--- config.mk ---
export PLATFORM = sky130hd
export DESIGN_NAME = aot_top
export DESIGN_NICKNAME = d
export VERILOG_FILES = /design/src/design/aot_pkg.sv /design/src/design/aot_fifo.sv /design/src/design/aot_top.sv
export VERILOG_INCLUDE_DIRS = /design/src /design/src/design
export SDC_FILE = /design/constraint.sdc
export NUM_CORES = 2
export LEC_CHECK = 0
export BUFFER_PORTS_ARGS = -buffer_cell sky130_fd_sc_hd__buf_2
export CORE_ASPECT_RATIO = 1.1
export CORE_UTILIZATION = 64
export CTS_CLUSTER_SIZE = 28
export DETAILED_ROUTE_END_ITERATION = 16
export MAX_ROUTING_LAYER = met4
export PLACE_DENSITY = 0.8
export SETUP_SLACK_MARGIN = 0.3
export SLEW_MARGIN = 10
export SYNTH_ARGS = -nofsm -noshare
export SYNTH_HDL_FRONTEND = slang
export SYNTH_HIERARCHICAL = 1
export SYNTH_SLANG_ARGS = --single-unit
--- constraint.sdc ---
create_clock -name clock_in -period 7.6 [get_ports clock_in]
set_input_delay 1.14 -clock clock_in [delete_from_list [all_inputs] [get_ports clock_in]]
set_output_delay 1.14 -clock clock_in [all_outputs]
set_load 0.01 [all_outputs]
--- src/design/aot_map.svh ---
`ifndef AOT_MAP_SVH
`define AOT_MAP_SVH
// ==========================================
// Offset code limits
`define AOT_CODE_W 4
`define AOT_CODE_ZERO 4'h0
`define AOT_CODE_FULL 4'hF
// ==========================================
// Conversion word layout
`define AOT_WORD_W 16
`define AOT_WORD_MSB 15
`define AOT_WORD_TOP3_LSB 13
`define AOT_TOP3_ZERO 3'h0
`define AOT_SLOT_W 8
`define AOT_NUM_SLOTS 256
// ==========================================
// Buffer and serial link timing
`define AOT_FIFO_DEPTH 32
`define AOT_CLK_HZ 50000000
`define AOT_LINK_BPS 2000000
`define AOT_BIT_CYCLES (`AOT_CLK_HZ / `AOT_LINK_BPS)
`endif

--- src/design/aot_pkg.sv ---
`include "aot_map.svh"
package aot_pkg;
  // One conversion result with the pairing that produced it
  typedef struct packed {
    logic [`AOT_SLOT_W-1:0] slot;
    logic [`AOT_WORD_W-1:0] word;
  } aot_conv_s;
  // Serial sender states
  typedef enum logic [1:0] {
    AOT_IDLE = 2'b00,
    AOT_SHIFT = 2'b01
  } aot_tx_e;
endpackage

--- src/design/aot_fifo.sv ---
`timescale 1ns/1ps
// ==========================================
// Synchronous FIFO with valid/ready on both sides
module aot_fifo #(
  parameter int WIDTH = 16,
  parameter int DEPTH = 32
) (
  // Clock and reset
  input wire logic clock_in,
  input wire logic rstn_in,
  // Fill side
  input wire logic in_valid_in,
  input wire logic [WIDTH-1:0] in_data_in,
  output logic in_ready_out,
  // Drain side
  output logic out_valid_out,
  output logic [WIDTH-1:0] out_data_out,
  input wire logic out_ready_in
);
  localparam int AW = $clog2(DEPTH);
  // Storage array
  logic [WIDTH-1:0] mem [DEPTH];
  logic [AW-1:0] wr_ptr;
  logic [AW-1:0] rd_ptr;
  logic [AW:0] count;
  // Handshake decode
  wire push = in_valid_in && in_ready_out;
  wire pop = out_valid_out && out_ready_in;
  assign in_ready_out = (count != (AW+1)'(DEPTH));
  assign out_valid_out = (count != '0);
  assign out_data_out = mem[rd_ptr];
  // Pointer wrap helper
  function automatic logic [AW-1:0] bump(input logic [AW-1:0] p);
    bump = (p == AW'(DEPTH-1)) ? '0 : p + 1'b1;
  endfunction
  // Pointers and fill level
  always_ff @(posedge clock_in) begin
    if (!rstn_in) begin
      wr_ptr <= '0;
      rd_ptr <= '0;
      count <= '0;
    end else begin
      if (push) wr_ptr <= bump(wr_ptr);
      if (pop) rd_ptr <= bump(rd_ptr);
      count <= count + (AW+1)'(push) - (AW+1)'(pop);
    end
  end
  // Data write
  always_ff @(posedge clock_in) begin
    if (push) mem[wr_ptr] <= in_data_in;
  end
endmodule // aot_fifo

--- src/design/aot_top.sv ---
`timescale 1ns/1ps
`include "aot_map.svh"
// ==========================================
// Offset tracking and picture data sender
//
// Operation
// - Search starts with every offset code zero.
// - MSB set raises code, saturating at all ones.
// - Top three bits zero lowers code, else hold.
// - Each pairing adjusts only its own code.
// - Codes are kept and applied next conversion.
// - After picture, data sent serially at 2 Mb/s.
module aot_top #(
  parameter int NUM_SLOTS = `AOT_NUM_SLOTS,
  parameter int FIFO_DEPTH = `AOT_FIFO_DEPTH,
  parameter int BIT_CYCLES = `AOT_BIT_CYCLES
) (
  // Clock and reset
  input wire logic clock_in,
  input wire logic rstn_in,
  // Offset search control
  input wire logic search_start_in,
  input wire logic [`AOT_SLOT_W-1:0] slot_sel_in,
  output logic [`AOT_CODE_W-1:0] offset_code_out,
  // Conversion results
  input wire logic conv_valid_in,
  input wire aot_pkg::aot_conv_s conv_in,
  output logic conv_ready_out,
  // Picture end and serial link to processing_host
  input wire logic picture_done_in,
  output logic ser_data_out,
  output logic ser_frame_out,
  output logic busy_out
);

  // ==========================================
  // Offset memory

  // One code per channel and lock-in pairing
  logic [`AOT_CODE_W-1:0] code_mem [NUM_SLOTS];
  // Code of the pairing now converted
  wire [`AOT_CODE_W-1:0] cur_code;
  // Code of the pairing about to be converted
  wire [`AOT_CODE_W-1:0] sel_code;
  // Buffer fill side is free
  wire fifo_in_ready;
  // Conversion taken this cycle
  wire accept;
  // Adjusted code for the current pairing
  wire [`AOT_CODE_W-1:0] next_code;

  assign cur_code = code_mem[conv_in.slot];
  assign sel_code = code_mem[slot_sel_in];
  assign accept = conv_valid_in && fifo_in_ready;
  assign conv_ready_out = fifo_in_ready;

  // Step the code from the top bits of a word
  function automatic logic [`AOT_CODE_W-1:0] adjust(
    input logic [`AOT_CODE_W-1:0] code,
    input logic [`AOT_WORD_W-1:0] word
  );
    logic top_zero;
    top_zero = (word[`AOT_WORD_MSB:`AOT_WORD_TOP3_LSB] == `AOT_TOP3_ZERO);
    if (word[`AOT_WORD_MSB] && code != `AOT_CODE_FULL) begin
      adjust = code + 1'b1;
    end else if (top_zero && code != `AOT_CODE_ZERO) begin
      adjust = code - 1'b1;
    end else begin
      // Inside range or at a limit: hold
      adjust = code;
    end
  endfunction

  assign next_code = adjust(cur_code, conv_in.word);

  // Clear on start, else update only the converted pairing
  always_ff @(posedge clock_in) begin
    if (!rstn_in || search_start_in) begin
      for (int i = 0; i < NUM_SLOTS; i++) begin
        code_mem[i] <= `AOT_CODE_ZERO;
      end
    end else if (accept) begin
      code_mem[conv_in.slot] <= next_code;
    end
  end

  // Present the stored code of the selected pairing
  always_ff @(posedge clock_in) begin
    if (!rstn_in) begin
      offset_code_out <= `AOT_CODE_ZERO;
    end else begin
      offset_code_out <= sel_code;
    end
  end

  // ==========================================
  // Picture buffer

  // Drain side of the buffer
  wire fifo_out_valid;
  wire [`AOT_WORD_W-1:0] fifo_out_data;
  wire fifo_out_ready;

  // Words wait here until the picture is complete
  aot_fifo #(
    .WIDTH(`AOT_WORD_W),
    .DEPTH(FIFO_DEPTH)
  ) u_fifo (
    .clock_in(clock_in),
    .rstn_in(rstn_in),
    .in_valid_in(conv_valid_in),
    .in_data_in(conv_in.word),
    .in_ready_out(fifo_in_ready),
    .out_valid_out(fifo_out_valid),
    .out_data_out(fifo_out_data),
    .out_ready_in(fifo_out_ready)
  );

  // ==========================================
  // Serial sender

  localparam int BCW = $clog2(BIT_CYCLES + 1);
  localparam int NBW = $clog2(`AOT_WORD_W + 1);

  // Sender state
  aot_pkg::aot_tx_e state;
  aot_pkg::aot_tx_e next_state;
  // A finished picture waits to be sent
  logic send_pending;
  // Word being shifted out, MSB first
  logic [`AOT_WORD_W-1:0] shreg;
  // Cycles within the current bit
  logic [BCW-1:0] cyc_cnt;
  // Bits already sent of the word
  logic [NBW-1:0] bit_cnt;

  // Decoded sender events
  wire idle = (state == aot_pkg::AOT_IDLE);
  wire bit_end = (cyc_cnt == BCW'(BIT_CYCLES - 1));
  wire word_end = bit_end && (bit_cnt == NBW'(`AOT_WORD_W - 1));
  wire pop = fifo_out_valid && fifo_out_ready;
  // Buffer empty ends the transfer
  wire drained = idle && !fifo_out_valid;

  // Only drain once a picture is complete
  assign fifo_out_ready = idle && send_pending;

  // Next state
  always_comb begin
    next_state = state;
    unique case (state)
      aot_pkg::AOT_IDLE: begin
        if (pop) next_state = aot_pkg::AOT_SHIFT;
      end
      aot_pkg::AOT_SHIFT: begin
        if (word_end) next_state = aot_pkg::AOT_IDLE;
      end
    endcase
  end

  // Picture pending flag; a new picture end wins over drain
  always_ff @(posedge clock_in) begin
    if (!rstn_in) begin
      send_pending <= 1'b0;
    end else if (picture_done_in) begin
      send_pending <= 1'b1;
    end else if (drained) begin
      send_pending <= 1'b0;
    end
  end

  // State register
  always_ff @(posedge clock_in) begin
    if (!rstn_in) begin
      state <= aot_pkg::AOT_IDLE;
    end else begin
      state <= next_state;
    end
  end

  // Bit timing at the link rate
  always_ff @(posedge clock_in) begin
    if (!rstn_in || idle || bit_end) begin
      cyc_cnt <= '0;
    end else begin
      cyc_cnt <= cyc_cnt + 1'b1;
    end
  end

  // Bit count within a word
  always_ff @(posedge clock_in) begin
    if (!rstn_in || idle) begin
      bit_cnt <= '0;
    end else if (bit_end) begin
      bit_cnt <= bit_cnt + 1'b1;
    end
  end

  // Shift register load and shift
  always_ff @(posedge clock_in) begin
    if (!rstn_in) begin
      shreg <= '0;
    end else if (pop) begin
      shreg <= fifo_out_data;
    end else if (!idle && bit_end) begin
      shreg <= {shreg[`AOT_WORD_W-2:0], 1'b0};
    end
  end

  // Registered link outputs
  always_ff @(posedge clock_in) begin
    if (!rstn_in) begin
      ser_data_out <= 1'b0;
      ser_frame_out <= 1'b0;
      busy_out <= 1'b0;
    end else begin
      ser_data_out <= (next_state == aot_pkg::AOT_SHIFT) ?
                      (pop ? fifo_out_data[`AOT_WORD_MSB] :
                       (bit_end ? shreg[`AOT_WORD_MSB-1] : shreg[`AOT_WORD_MSB])) :
                      1'b0;
      ser_frame_out <= (next_state == aot_pkg::AOT_SHIFT);
      busy_out <= send_pending || (next_state == aot_pkg::AOT_SHIFT);
    end
  end
endmodule // aot_top

==> summary.md <==
| Metric | Value |
|---|---|
| Clk_lat worst skew | roughly 0.84 ns |
| Cell count after placement | approximately 6700 |
| Synth Warn # | 6 |
| ANT nets after route | 0 |
| Post-Syn Area | between 70000 and 80000 sq um |
| Most common cell after layout, fill and taps aside | edfxtp_1 |
| CTS tree | done |
| CP arrival | just under 7 ns |
| CP bufs+invs | 5 |
| Core area | between 100000 and 150000 sq um |
| Synthesis-stage register bit count | about 1600 |
| Post-Route Setup TNS | 0 ns |
| Post-synthesis sequential area ratio | 60.52% |
| Crit path launch type | input port |
| # rows | 134 |
| WL final | around 240000 um |
| Clk sinks | 1593 |
| Share of layout cells above drive strength 1 | a little over a fifth |
| Critical-path cell list | buf_8, buf_4, mux4_2, a22oi_1, a21oi_1, nor4_1, nor2_1, a211oi_4, inv_1, ha_1, inv_1, o31a_1, a211o_4, buf_4, a21oi_1 |
| Worst endpoint required time | approximately 8.1 ns |
| Ports | between 40 and 50 |
| GR Util All Layers | between 40% and 50% |
| CP delay by family, top | buffers and inverters |
| Fin nets | approximately 5300 |
| Die H | between 300 and 400 um |
| EDFF count, synth | ~1500 |
| Max Slew Vio Count | 0 |
| Vias/cell | approximately 7.6 |
| F_max | about 0.16 GHz |
| Final min period | approximately 6.2 ns |
| Slowest CP cell | buf_4 |
| Reg area | 47270 sq um |
| Post-CTS sizing | 0 |
| Worst Max-Slew Pin Slew | about 1.2 ns |
| Share of the synthesized area in the top cell type | between 50 and 60% |
| Layout fillers | approximately 7600 |
| Unrepaired setup endpoints after global routing | no |
| Detailed Place HPWL | ~150000 um |
| TritonCTS Buffers | about 160 |
| Drt drc | 0 |
| GRT overflow | 0 |
| Root Driver | clkbuf_16 |
| Pin count of the biggest net entering global routing | 175 |
| Vias | 53064 |
| Die ar. | around 120000 sq um |
| Hold Crit Class | flip-flop to flip-flop |
| Post-layout util | around 70% |
| Routability cong. | between 1 and 1.5 |
| Worst-path fanout max | 88 |
| Antenna violations before repair | 23 |
| Peak VDD IR | 208.5 uV |
| Post-synth top flop | edfxtp_1 |
| Clock skew | about 0.067 ns |
| Number of max-cap violations | 0 |
| Routed length per instance | 34.86 um |
| Setup violators final | 0 |
| Critical path type | input port to flip-flop |
| Initial Util | between 60% and 70% |
| Port-buffer cells | 44 |
| Post-Synthesis Cells | between 5000 and 6000 |
| Leakage | approximately 0.029 uW |
| CTS Hold Bufs | 0 |
| Critical Path End Type | flip-flop |
| Starting DRT DRC Count | 8951 |
| Post-synthesis async set-or-reset flop share | 0% |
| Synth area leaders | edfxtp_1 (59%), mux4_2 (17%), mux2i_1 (3.9%) |
| Setup bufs post-CTS | 0 |
| Synth area leader | edfxtp_1 |
| CP max stage delay | roughly 0.86 ns |
| Max-Slew Margin vs Limit | between 10% and 20% |
| Yosys cell types | 77 |
| Syn_area_per_cell | 14.56 sq um |
| Syn Nets | approximately 5400 |
| First-pass GRT wire length | around 350000 um |
| Maximum clock path buffer count | 3 |
| Final cell count without fillers | between 7000 and 8000 |
| Most frequent cells in the layout | edfxtp_1 (1536), nand2_1 (601), mux4_2 (578) |
| Number of H-tree levels | 4 |
| Status | completed |
| Die extent in x | 335.1 um |
| Hold Vio Cnt, Final | 0 |
| Area growth, synth to finish | 9.074% |
| Vias in the first global route | 51540 |
| DRT Pass-1 Iters | 7 |
| Multi-input gate area in the final layout | between 20000 and 30000 sq um |
| Pwr dens | approximately 250 nW/um^2 |
| Clk slew on worst S/H paths | around 0.060 ns |
| Post-route clock period utilization | between 80% and 90% |
-- Yosys cell counts, types with 8 or more instances --
cell	instances
a2111oi_0	8
a21oi_1	524
a21oi_2	41
a221oi_1	9
a22o_1	11
a22oi_1	200
a311oi_1	17
a31oi_1	11
and2_1	14
and3_1	9
buf_1	51
buf_2	181
buf_4	27
buf_6	46
clkbuf_1	207
dfxtp_1	57
edfxtp_1	1536
ha_1	22
inv_1	28
mux2i_1	307
mux4_2	578
nand2_1	601
nand2b_1	10
nand3_1	78
nand4_1	29
nor2_1	357
nor2b_1	13
nor3_1	270
o21ai_0	20
-- registers in the layout (all words and copies together), names as in the netlist, named ones only --
| name | count |
|---|---|
| bit_cnt | 5 |
| busy_out | 1 |
| code_mem | 1024 |
| cyc_cnt | 5 |
| offset_code_out | 4 |
| send_pending | 1 |
| ser_data_out | 1 |
| ser_frame_out | 1 |
| shreg | 16 |
| state | 2 |
| u_fifo/count | 6 |
| u_fifo/mem | 512 |
| u_fifo/rd_ptr | 5 |
| u_fifo/wr_ptr | 5 |
-- cell families (layout without fill, tap and decap cells) --
family	after synthesis	in the layout	synth area share (%)
and+or+nand+nor	1421	1421	7.858
buffers and inverters	545	546	3.547
xor gates and xnor gates	8	8	0.08972
AOI/OAI and AO/OA	886	886	6.956
other	0	24	0
DFF	1593	1593	60.52
muxes	888	888	20.65
adders and majority gates	23	23	0.3781
-- metrics by stage --
stage | setup slack (ns) | area, sq um | total power [uW] | hold WS [ns]
5_1_grt | 1.484 | 85180 | 21250 | 0.5045
6_report | 1.396 | 85190 | 20890 | 0.4615
3_3_place_gp | 1.069 | 79810 | 12750 | 0.4394
3_5_place_dp | 1.002 | 79810 | 12810 | 0.4544
4_1_cts | 1.817 | 85130 | 20770 | 0.4682
2_1_floorplan | 2.716 | 78100 | 11870 | 0.4297
-- power breakdown --
part           switching (uW)  internal, uW
clock                    3530          4600
combinational            1790           834
sequential                202          9920
-- per-layer routing --
layer  part of all wire (%)  vias up  global-route usage (%)
li1                       -    20992                       -
met1                     30    25973                   48.28
met2                     46     4969                   61.60
met3                     15     1130                   12.35
met4                    8.9        0                   28.93
met5                      0        -                       -
-- final timing paths --
check / to / slack (ns) / cells after the start / startpoint
worst max-delay path: code_mem[112][1]$_SDFFCE_PN0P_ / 1.40 / 15 / conv_in[17]
worst min-delay path: cyc_cnt[0]$_SDFF_PP0_ / 0.46 / 1 / cyc_cnt[0]$_SDFF_PP0_
worst max register to register: code_mem[112][1]$_SDFFCE_PN0P_ / 2.39 / 13 / code_mem[78][0]$_SDFFCE_PN0P_
worst min register to register: cyc_cnt[0]$_SDFF_PP0_ / 0.46 / 1 / cyc_cnt[0]$_SDFF_PP0_
-- final cells by class --
type,instances,area share [%]
diodes,24,0.07050
clock buffers,191,4.856
clock inverters,100,1.389
inverters,30,0.1351
multi-input cells,3226,33.21
flip-flops and latches,1593,55.49
well taps,1632,2.397
repair buffers,225,2.450
No activity file was read; power rests on OpenSTA's default activity.
